File: src/common/shid_pkg.sv
/*
  Package for the second-harmonic inrush detector: register map, field layout,
  reset values, setting ranges and the carrier structs.
  Assumes a 32-bit APB bus and a single clk_sys domain.
*/
package shid_pkg;

  localparam int MAG_W = 16;
  localparam int ADDR_W = 8;

  localparam logic [ADDR_W-1:0] OFF_CTRL = 8'h00;
  localparam logic [ADDR_W-1:0] OFF_RATIO = 8'h04;
  localparam logic [ADDR_W-1:0] OFF_SENS = 8'h08;
  localparam logic [ADDR_W-1:0] OFF_STATUS = 8'h0C;
  localparam logic [ADDR_W-1:0] OFF_IRQ_STAT = 8'h10;
  localparam logic [ADDR_W-1:0] OFF_IRQ_MASK = 8'h14;
  localparam logic [ADDR_W-1:0] OFF_RATED = 8'h18;

  localparam int CTRL_EN_BIT = 0;
  localparam int IRQ_ON_BIT = 0;
  localparam int IRQ_OFF_BIT = 1;
  localparam int IRQ_W = 2;

  localparam logic [6:0] RATIO_MIN = 7'h05;
  localparam logic [6:0] RATIO_MAX = 7'h32;
  localparam logic [6:0] RATIO_RST = 7'h0F;
  localparam logic [6:0] SENS_MIN = 7'h14;
  localparam logic [6:0] SENS_MAX = 7'h64;
  localparam logic [6:0] SENS_RST = 7'h1E;
  localparam logic [MAG_W-1:0] RATED_RST = 16'h1000;
  localparam logic [6:0] PERCENT_FULL = 7'h64;

  typedef struct packed {
    logic [MAG_W-1:0] fund;
    logic [MAG_W-1:0] harm2;
  } shid_phase_t;

  typedef struct packed {
    logic valid;
    shid_phase_t [2:0] ph;
  } shid_sample_t;

  typedef struct packed {
    logic psel;
    logic penable;
    logic pwrite;
    logic [ADDR_W-1:0] paddr;
    logic [31:0] pwdata;
  } shid_apb_req_t;

endpackage

File: src/hw/shid_phase_cmp.sv
/*
  One phase of the inrush decision, purely combinational.
  Assumes settings are already clamped to their legal ranges.
*/
`timescale 1ns/1ps
module shid_phase_cmp #(
  parameter int MAG_W = 16
) (
  input wire logic [MAG_W-1:0] fund,
  input wire logic [MAG_W-1:0] harm2,
  input wire logic [6:0] ratio_pct,
  input wire logic [MAG_W+6:0] fund_floor,
  output logic detect
);
  logic [MAG_W+6:0] harm_scaled;
  logic [MAG_W+6:0] fund_scaled;
  logic [MAG_W+6:0] fund_wide;

  // Division is avoided: harm2*100 > ratio*fund is the same test as harm2/fund > ratio%.
  always_comb begin
    harm_scaled = (MAG_W + 7)'(harm2) * (MAG_W + 7)'(shid_pkg::PERCENT_FULL);
    fund_scaled = (MAG_W + 7)'(fund) * (MAG_W + 7)'(ratio_pct);
    fund_wide = (MAG_W + 7)'(fund) * (MAG_W + 7)'(shid_pkg::PERCENT_FULL);
    detect = (harm_scaled > fund_scaled) && (fund_wide > fund_floor);
  end
endmodule

File: src/hw/shid_top.sv
/*
  Second-harmonic inrush detector with an APB register file and one interrupt.
  Assumes magnitudes arrive synchronous to clk_sys with a one-cycle valid strobe.
*/
`timescale 1ns/1ps
// Summary of operation
// - Flag when harmonic ratio exceeds threshold
// - Ratio threshold 5 to 50 percent, reset 15
// - No flag unless fundamental above sensitivity
// - Sensitivity 20 to 100 percent, reset 30
// - Each phase evaluated independently
// - General flag is OR of phases
// - Blocking input clears phase and general flags
// - On and off events follow general flag
module shid_top #(
  parameter int MAG_W = shid_pkg::MAG_W
) (
  input wire logic clk_sys,
  input wire logic srst,
  input wire shid_pkg::shid_sample_t sample_in,
  input wire logic inrush_block_in,
  input wire logic psel,
  input wire logic penable,
  input wire logic pwrite,
  input wire logic [shid_pkg::ADDR_W-1:0] paddr,
  input wire logic [31:0] pwdata,
  output logic [31:0] prdata,
  output logic pready,
  output logic pslverr,
  output logic inrush_phase1_out,
  output logic inrush_phase2_out,
  output logic inrush_phase3_out,
  output logic inrush_any_phase_out,
  output logic harmonic_restraint_event,
  output logic irq
);

  logic enable_ff, nxt_enable;
  logic [6:0] harmonic_ratio_threshold_ff, nxt_ratio;
  logic [6:0] fundamental_min_level_ff, nxt_sens;
  logic [MAG_W-1:0] rated_ff, nxt_rated;
  logic [shid_pkg::IRQ_W-1:0] irq_stat_ff, nxt_irq_stat;
  logic [shid_pkg::IRQ_W-1:0] irq_mask_ff, nxt_irq_mask;
  logic [31:0] prdata_ff, nxt_prdata;
  logic pready_ff, nxt_pready;
  logic pslverr_ff, nxt_pslverr;
  logic [2:0] phase_ff, nxt_phase;
  logic any_ff, nxt_any;
  logic event_ff, nxt_event;
  logic irq_ff, nxt_irq;
  logic [2:0] det;
  logic [MAG_W+6:0] fund_floor;
  logic access;
  logic [6:0] wr7;
  logic [shid_pkg::IRQ_W-1:0] irq_clr;

  // The answer is registered, so every access costs one wait state; in return
  // the read mux stays off the bus output path.
  assign access = psel && penable && !pready_ff;
  assign wr7 = pwdata[6:0];
  // Threshold in magnitude units times 100, shared by all phases.
  assign fund_floor = (MAG_W + 7)'(rated_ff) * (MAG_W + 7)'(fundamental_min_level_ff);

  genvar gi;
  generate
    for (gi = 0; gi < 3; gi++) begin : g_phase
      shid_phase_cmp #(
        .MAG_W(MAG_W)
      ) u_cmp (
        .fund(sample_in.ph[gi].fund),
        .harm2(sample_in.ph[gi].harm2),
        .ratio_pct(harmonic_ratio_threshold_ff),
        .fund_floor(fund_floor),
        .detect(det[gi])
      );
    end
  endgenerate

  // Register file. Out-of-range settings are clamped rather than refused so a
  // write always leaves a legal value behind.
  always_comb begin
    nxt_enable = enable_ff;
    nxt_ratio = harmonic_ratio_threshold_ff;
    nxt_sens = fundamental_min_level_ff;
    nxt_rated = rated_ff;
    nxt_irq_mask = irq_mask_ff;
    irq_clr = '0;
    if (access && pwrite) begin
      if (paddr == shid_pkg::OFF_CTRL) begin
        nxt_enable = pwdata[shid_pkg::CTRL_EN_BIT];
      end else if (paddr == shid_pkg::OFF_RATIO) begin
        if (wr7 < shid_pkg::RATIO_MIN || pwdata[31:7] != 25'h0) begin
          nxt_ratio = (pwdata[31:7] != 25'h0) ? shid_pkg::RATIO_MAX : shid_pkg::RATIO_MIN;
        end else if (wr7 > shid_pkg::RATIO_MAX) begin
          nxt_ratio = shid_pkg::RATIO_MAX;
        end else begin
          nxt_ratio = wr7;
        end
      end else if (paddr == shid_pkg::OFF_SENS) begin
        if (wr7 < shid_pkg::SENS_MIN && pwdata[31:7] == 25'h0) begin
          nxt_sens = shid_pkg::SENS_MIN;
        end else if (wr7 > shid_pkg::SENS_MAX || pwdata[31:7] != 25'h0) begin
          nxt_sens = shid_pkg::SENS_MAX;
        end else begin
          nxt_sens = wr7;
        end
      end else if (paddr == shid_pkg::OFF_IRQ_STAT) begin
        irq_clr = pwdata[shid_pkg::IRQ_W-1:0];
      end else if (paddr == shid_pkg::OFF_IRQ_MASK) begin
        nxt_irq_mask = pwdata[shid_pkg::IRQ_W-1:0];
      end else if (paddr == shid_pkg::OFF_RATED) begin
        nxt_rated = pwdata[MAG_W-1:0];
      end
    end
  end

  // Bus response. The address is decoded for every access, so an unmapped
  // address reports an error in both directions.
  always_comb begin
    nxt_prdata = 32'h0;
    nxt_pready = access;
    nxt_pslverr = 1'b0;
    if (access) begin
      if (paddr == shid_pkg::OFF_CTRL) begin
        nxt_prdata = {31'h0, enable_ff};
      end else if (paddr == shid_pkg::OFF_RATIO) begin
        nxt_prdata = {25'h0, harmonic_ratio_threshold_ff};
      end else if (paddr == shid_pkg::OFF_SENS) begin
        nxt_prdata = {25'h0, fundamental_min_level_ff};
      end else if (paddr == shid_pkg::OFF_STATUS) begin
        nxt_prdata = {28'h0, any_ff, phase_ff};
      end else if (paddr == shid_pkg::OFF_IRQ_STAT) begin
        nxt_prdata = {30'h0, irq_stat_ff};
      end else if (paddr == shid_pkg::OFF_IRQ_MASK) begin
        nxt_prdata = {30'h0, irq_mask_ff};
      end else if (paddr == shid_pkg::OFF_RATED) begin
        nxt_prdata = {16'h0, rated_ff};
      end else begin
        nxt_pslverr = 1'b1;
      end
      // Writes return zero data; a write to the read-only status word is harmless.
      if (pwrite) begin
        nxt_prdata = 32'h0;
      end
    end
  end

  // Sticky interrupt causes. A new edge of the general flag wins over a
  // write-one-to-clear in the same cycle, so no edge is ever lost.
  always_comb begin
    nxt_irq_stat = irq_stat_ff & ~irq_clr;
    if (nxt_any && !any_ff) begin
      nxt_irq_stat[shid_pkg::IRQ_ON_BIT] = 1'b1;
    end
    if (!nxt_any && any_ff) begin
      nxt_irq_stat[shid_pkg::IRQ_OFF_BIT] = 1'b1;
    end
    nxt_irq = |(nxt_irq_stat & nxt_irq_mask);
  end

  // Detection path: phase and general flags change only on a valid sample, except that blocking
  // or disabling clears them at once.
  always_comb begin
    nxt_phase = phase_ff;
    if (!enable_ff || inrush_block_in) begin
      nxt_phase = 3'h0;
    end else if (sample_in.valid) begin
      nxt_phase = det;
    end
    nxt_any = |nxt_phase;
    nxt_event = nxt_any != any_ff;
  end

  always_ff @(posedge clk_sys) begin
    if (srst) begin
      enable_ff <= 1'b0;
      harmonic_ratio_threshold_ff <= shid_pkg::RATIO_RST;
      fundamental_min_level_ff <= shid_pkg::SENS_RST;
      rated_ff <= shid_pkg::RATED_RST;
      irq_mask_ff <= 2'h0;
    end else begin
      enable_ff <= nxt_enable;
      harmonic_ratio_threshold_ff <= nxt_ratio;
      fundamental_min_level_ff <= nxt_sens;
      rated_ff <= nxt_rated;
      irq_mask_ff <= nxt_irq_mask;
    end
  end

  always_ff @(posedge clk_sys) begin
    if (srst) begin
      prdata_ff <= 32'h0;
      pready_ff <= 1'b0;
      pslverr_ff <= 1'b0;
    end else begin
      prdata_ff <= nxt_prdata;
      pready_ff <= nxt_pready;
      pslverr_ff <= nxt_pslverr;
    end
  end

  always_ff @(posedge clk_sys) begin
    if (srst) begin
      irq_stat_ff <= 2'h0;
      irq_ff <= 1'b0;
    end else begin
      irq_stat_ff <= nxt_irq_stat;
      irq_ff <= nxt_irq;
    end
  end

  always_ff @(posedge clk_sys) begin
    if (srst) begin
      phase_ff <= 3'h0;
      any_ff <= 1'b0;
      event_ff <= 1'b0;
    end else begin
      phase_ff <= nxt_phase;
      any_ff <= nxt_any;
      event_ff <= nxt_event;
    end
  end

  assign prdata = prdata_ff;
  assign pready = pready_ff;
  assign pslverr = pslverr_ff;
  assign inrush_phase1_out = phase_ff[0];
  assign inrush_phase2_out = phase_ff[1];
  assign inrush_phase3_out = phase_ff[2];
  assign inrush_any_phase_out = any_ff;
  assign harmonic_restraint_event = event_ff;
  assign irq = irq_ff;

  // Settings, register bus and detection path flags.
  reset_values_a: assert property (@(posedge clk_sys) disable iff (srst)
    $past(srst) |-> !enable_ff && harmonic_ratio_threshold_ff == shid_pkg::RATIO_RST
      && fundamental_min_level_ff == shid_pkg::SENS_RST)
    else $error("settings not at reset values");
  enable_write_a: assert property (@(posedge clk_sys) disable iff (srst)
    (access && pwrite && paddr == shid_pkg::OFF_CTRL)
      |=> enable_ff == $past(pwdata[shid_pkg::CTRL_EN_BIT]))
    else $error("enable write lost");
  mask_write_a: assert property (@(posedge clk_sys) disable iff (srst)
    (access && pwrite && paddr == shid_pkg::OFF_IRQ_MASK)
      |=> irq_mask_ff == $past(pwdata[shid_pkg::IRQ_W-1:0]))
    else $error("mask write lost");
  rated_write_a: assert property (@(posedge clk_sys) disable iff (srst)
    (access && pwrite && paddr == shid_pkg::OFF_RATED)
      |=> rated_ff == $past(pwdata[MAG_W-1:0]))
    else $error("rated current write lost");
  write_data_zero_a: assert property (@(posedge clk_sys) disable iff (srst)
    (access && pwrite) |=> prdata == 32'h0)
    else $error("read data driven on a write");
  status_read_a: assert property (@(posedge clk_sys) disable iff (srst)
    (access && !pwrite && paddr == shid_pkg::OFF_STATUS)
      |=> prdata == {28'h0, $past(inrush_any_phase_out), $past(phase_ff)})
    else $error("status word differs from flags");
  ready_pulse_a: assert property (@(posedge clk_sys) disable iff (srst)
    pready |=> !pready)
    else $error("pready longer than one cycle");
  err_with_ready_a: assert property (@(posedge clk_sys) disable iff (srst)
    pslverr |-> pready)
    else $error("pslverr without pready");
  ratio_range_a: assert property (@(posedge clk_sys) disable iff (srst)
    harmonic_ratio_threshold_ff >= 7'h05 && harmonic_ratio_threshold_ff <= 7'h32)
    else $error("ratio setting out of range");
  sens_range_a: assert property (@(posedge clk_sys) disable iff (srst)
    fundamental_min_level_ff >= 7'h14 && fundamental_min_level_ff <= 7'h64)
    else $error("sensitivity setting out of range");
  block_clears_a: assert property (@(posedge clk_sys) disable iff (srst)
    inrush_block_in |=> !inrush_any_phase_out && phase_ff == 3'h0)
    else $error("outputs not cleared by block");
  disable_clears_a: assert property (@(posedge clk_sys) disable iff (srst)
    !enable_ff |=> phase_ff == 3'h0 && !$rose(inrush_any_phase_out))
    else $error("outputs active while disabled");
  general_or_a: assert property (@(posedge clk_sys) disable iff (srst)
    inrush_any_phase_out == |phase_ff)
    else $error("general flag differs from phase OR");
  event_edge_a: assert property (@(posedge clk_sys) disable iff (srst)
    harmonic_restraint_event == $changed(inrush_any_phase_out))
    else $error("event does not follow general flag edge");
  sample_hold_a: assert property (@(posedge clk_sys) disable iff (srst)
    (!sample_in.valid && enable_ff && !inrush_block_in) |=> $stable(phase_ff))
    else $error("flags moved without a sample");
  phase_detect_a: assert property (@(posedge clk_sys) disable iff (srst)
    (sample_in.valid && enable_ff && !inrush_block_in) |=> phase_ff == $past(det))
    else $error("phase flags differ from comparison");
  low_fund_a: assert property (@(posedge clk_sys) disable iff (srst)
    (sample_in.valid && sample_in.ph[0].fund == '0) |=> !inrush_phase1_out)
    else $error("flag with zero fundamental");
  apb_answer_a: assert property (@(posedge clk_sys) disable iff (srst)
    (psel && penable && !pready) |=> pready)
    else $error("apb access not answered in one cycle");

  // Detection path and interrupt causes.
  low_fund2_a: assert property (@(posedge clk_sys) disable iff (srst)
    (sample_in.valid && sample_in.ph[1].fund == '0) |=> !inrush_phase2_out)
    else $error("phase two flag with zero fundamental");
  low_fund3_a: assert property (@(posedge clk_sys) disable iff (srst)
    (sample_in.valid && sample_in.ph[2].fund == '0) |=> !inrush_phase3_out)
    else $error("phase three flag with zero fundamental");
  rise_cause_a: assert property (@(posedge clk_sys) disable iff (srst)
    $rose(inrush_any_phase_out) |-> irq_stat_ff[shid_pkg::IRQ_ON_BIT])
    else $error("rise of general flag not recorded");
  fall_cause_a: assert property (@(posedge clk_sys) disable iff (srst)
    $fell(inrush_any_phase_out) |-> irq_stat_ff[shid_pkg::IRQ_OFF_BIT])
    else $error("fall of general flag not recorded");
  irq_level_a: assert property (@(posedge clk_sys) disable iff (srst)
    irq == |(irq_stat_ff & irq_mask_ff))
    else $error("interrupt differs from masked causes");
endmodule

File: config.mk
export PLATFORM = sky130hd
export DESIGN_NAME = shid_top
export DESIGN_NICKNAME = d
export VERILOG_FILES = /design/src/common/shid_pkg.sv /design/src/hw/shid_phase_cmp.sv /design/src/hw/shid_top.sv
export SDC_FILE = /design/constraint.sdc
export NUM_CORES = 2
export LEC_CHECK = 0
export BUFFER_PORTS_ARGS = -buffer_cell sky130_fd_sc_hd__buf_4
export CAP_MARGIN = 10
export CORE_MARGIN = 3
export CORE_UTILIZATION = 59
export CTS_CLUSTER_DIAMETER = 60
export DETAILED_ROUTE_END_ITERATION = 7
export MAX_ROUTING_LAYER = met4
export PLACE_DENSITY = 0.81
export SYNTH_ARGS = -nofsm -noshare
export SYNTH_HDL_FRONTEND = slang
export SYNTH_SLANG_ARGS = --single-unit
File: constraint.sdc
create_clock -name clk_sys -period 7.25 [get_ports clk_sys]
set_input_delay 1.45 -clock clk_sys [delete_from_list [all_inputs] [get_ports clk_sys]]
set_output_delay 1.45 -clock clk_sys [all_outputs]
set_load 0.05 [all_outputs]
==> flow_summary.yaml <==
sta:
  rsz0062_at_grt: "yes"
  setup_violations: 4
  fin_skew_ns: 0.007545
  slew_headroom_pct: 27.58
  drv_slew: 0
  fin_crit_sh_pct: 105.9
  hold_viol: 0
  fin_crit_ns: 7.676
  worstMarginPinSlew_ns: 1.082
  max_freq_mhz: 130.3
  fin_ws_ns: -0.4259
place:
  gp_congestion: 0.9173
  place_ws_ns: -1.097
  numPortBuffers: 166
  place.detailed.hpwl_microns: 56710
  dp.cells: 4471
setup_path:
  critical_path_required_ns: 7.45
  cpPeakStageDelay_ns: 0.54
  r2r_end: "irq$_SDFF_PP0_"
  worst-r2r-setup-slack_ns: -0.30
  startpoint_type: "input pin"
  cpMaxStageDelayCell: "fa_1"
  r2r_cells: 28
  crit_fanout: 3
  cp-end-kind: "flop"
  critPathKind: "in -> reg"
  rr_startpoint: "fundamental_min_level_ff[2]$_SDFFE_PP1P_"
  crit_top_cell: "fa_1"
  crit_arrival_ns: 7.88
power:
  p_seq_share_pct: 5.8
  clockPowerShare_pct: 7.2
  p_total_w: 0.005655
  p_int_w: 0.002961
  swShare_pct: 47.64
  p_leak_nw: 18.09
  p_sw_w: 0.002694
  p_per_area_nw_per_um2: 171.0
  ir_drop_uv: 151.9
  p_comb_share_pct: 87.1
route:
  wire_per_inst_microns: 14.66
  routed_wl_microns: 65800
  drcViolationCount: 0
  ant_nets: 0
  drt_iter0_markers: 1233
  vias: 24680
  detail_route.vias_per_cell: 5.497
  first_pass_iters: 5
synthesis:
  synthCells: 3502
  ys.flop_type: "dfxtp_1"
  synth.most_common_cell: "inv_1"
  synth_top_area_cell: "ha_1"
  syn-cell-area_sq_um: 28780
  ys_warn_count: 0
  synth_top_cell_area_share_pct: 26.00
  async_flop_share_pct: 0
  ys_seq_elements: 59
  synth_edf_count: 0
  synthTopCellsByCount: "inv_1 (679), ha_1 (598), fa_1 (342)"
  syn_avg_cell_area_sq_um: 8.217
  synth_area_leaders: "ha_1 (26%), fa_1 (24%), inv_1 (8.9%), and2_1 (7.0%), dfxtp_1 (4.1%)"
  yosys.cell_types.count: 82
  synth-seq-area-share_pct: 4.104
run_status:
  outcome: "complete, but fails checks"
  violations: "negative setup slack"
layout:
  area_delta_synth_final_pct: 14.90
  fin_nets: 4953
  utilization_pct: 68.96
  drive_gt1_share_pct: 13.32
  regArea_sq_um: 1182
  fillers: 3834
  multi_input_area_sq_um: 25000
  n_antenna_cell: 0
  fin_cells: 4489
floorplan:
  die_height_microns: 226.9
  pin_count: 183
  row_count: 80
  die_area_sq_um: 51460
  core_area_sq_um: 47950
  die_w_microns: 226.9
  start_util_pct: 60.02
grt:
  antenna_found_initial: 0
  gr-usage-all-layers_pct: 27.01
  first_global_vias: 25370
  grt_pass1_wl_microns: 114500
  overflow: 0
  grt_max_degree: 51
hold_path:
  hp-class: "reg -> reg"
  min_path_cells: 2
  hp-start: "enable_ff$_SDFFE_PP0P_"
  whs_endpoint: "enable_ff$_SDFFE_PP0P_"
cts:
  cts_buffers: 9
  insertion_delay_ns: 0.33
  htree_num_levels: 3
  cts_num_sinks: 59
  cts-root-buf: "clkbuf_16"
  clock_path_buffers: 2
  cts_tree: "yes"
  clk_pin_slew_ns: 0.05
  postCtsHoldBufs: 0
job:
  maxCapViolations: 0
cell type report:
| class | instances | area share [%] |
|---|---|---|
| clock buffers | 10 | 0.6925 |
| clock inverters | 5 | 0.1665 |
| inverters | 679 | 7.708 |
| multi-input cells | 2697 | 75.60 |
| flip-flops and latches | 59 | 3.576 |
| well taps | 615 | 2.327 |
| repair buffers | 424 | 9.926 |
state kept, by name, summed over array words and instances (netlist names):
name                         flops
prdata                          16
harmonic_ratio_threshold_ff      7
enable_ff                        1
irq                              1
rated_ff                        16
irq_stat_ff                      2
harmonic_restraint_event         1
pready                           1
phase_ff                         3
fundamental_min_level_ff         7
pslverr                          1
inrush_any_phase_out             1
irq_mask_ff                      2
stage by stage:
step,hold WS (ns),area [sq um],setup TNS (ns)
after floorplan,0.4625,28950,-0.4277
after global placement,0.4819,32600,-4.228
after detailed placement,0.4869,32600,-5.109
after CTS,0.4936,32980,-1.261
after global routing,0.5309,33060,-3.062
final,0.4978,33060,-1.464
power by group through the flow:
stage	Clock [W]	Sequential, W	Combinational [W]
final	0.000406	0.000326	0.00492
after global routing	0.000422	0.000325	0.00564
after CTS	0.000409	0.000326	0.00483
after detailed placement	0	0.000332	0.00475
after global placement	0	0.000332	0.00459
after floorplan	0	0.000334	0.00345
layout by cell type, fill, tap and decap left out, types with 11 or more instances in the layout:
cell	Yosys	layout
or3_1	26	26
a21oi_1	143	136
xnor2_1	86	86
nand4_1	21	21
ha_1	598	592
a21o_1	58	58
a31oi_1	13	12
dfxtp_1	59	58
a211oi_1	26	23
fa_1	342	341
o211ai_1	19	19
and2_1	323	319
o21a_1	22	22
nor4_1	18	17
nor2b_1	38	38
xor2_1	51	51
and3_1	32	31
inv_1	679	673
o21ai_0	88	81
nand2_1	259	259
a21boi_0	13	11
a211o_1	13	13
nand2b_1	37	37
nor3_1	63	61
buf_4	16	414
nor2_1	182	178
nand3_1	46	45
conb_1	1	16
routing by layer:
layer	track usage [%]	routed length, microns	vias up
li1	-	-	12200
met1	35.58	29860	11790
met2	46.48	31560	594
met3	1.787	3251	96
met4	4.889	1124	0
met5	-	0	-
how the worst max path moves through the flow:
stage	startpoint	end	cells past startpoint
5_1_grt	sample_in[21]	irq$_SDFF_PP0_	35
3_5_place_dp	sample_in[53]	irq$_SDFF_PP0_	31
4_1_cts	sample_in[21]	irq$_SDFF_PP0_	33
2_1_floorplan	sample_in[85]	irq$_SDFF_PP0_	30
3_3_place_gp	sample_in[53]	irq$_SDFF_PP0_	32
6_report	sample_in[21]	irq$_SDFF_PP0_	33
cells by family after synthesis:
kind of cell             share of synthesized area [%]
buffers and inverters                            10.17
flip-flops                                       4.104
adder cells (fa/ha/maj)                          49.90
XOR/XNOR                                         4.170
AO/OA/AOI/OAI                                    12.01
multiplexers                                    0.4043
AND/OR/NAND/NOR                                  19.23
other                                          0.01303
what timing repair did:
item | CTS | global route
resized for setup | 22 | 20
setup buffers | 3 | 1
endpoints found under the setup margin | 6 | 8
pin swaps | 18 | 23
critical path: cells and delay by family:
family | cells | cell delay (ns)
buffers and inverters | 6 | 0.44
AOI/OAI and AO/OA | 15 | 2.62
xor gates and xnor gates | 1 | 0.18
adders and majority gates | 7 | 2.67
and+or+nand+nor | 4 | 0.48
Power figures use the tool's default switching activity.
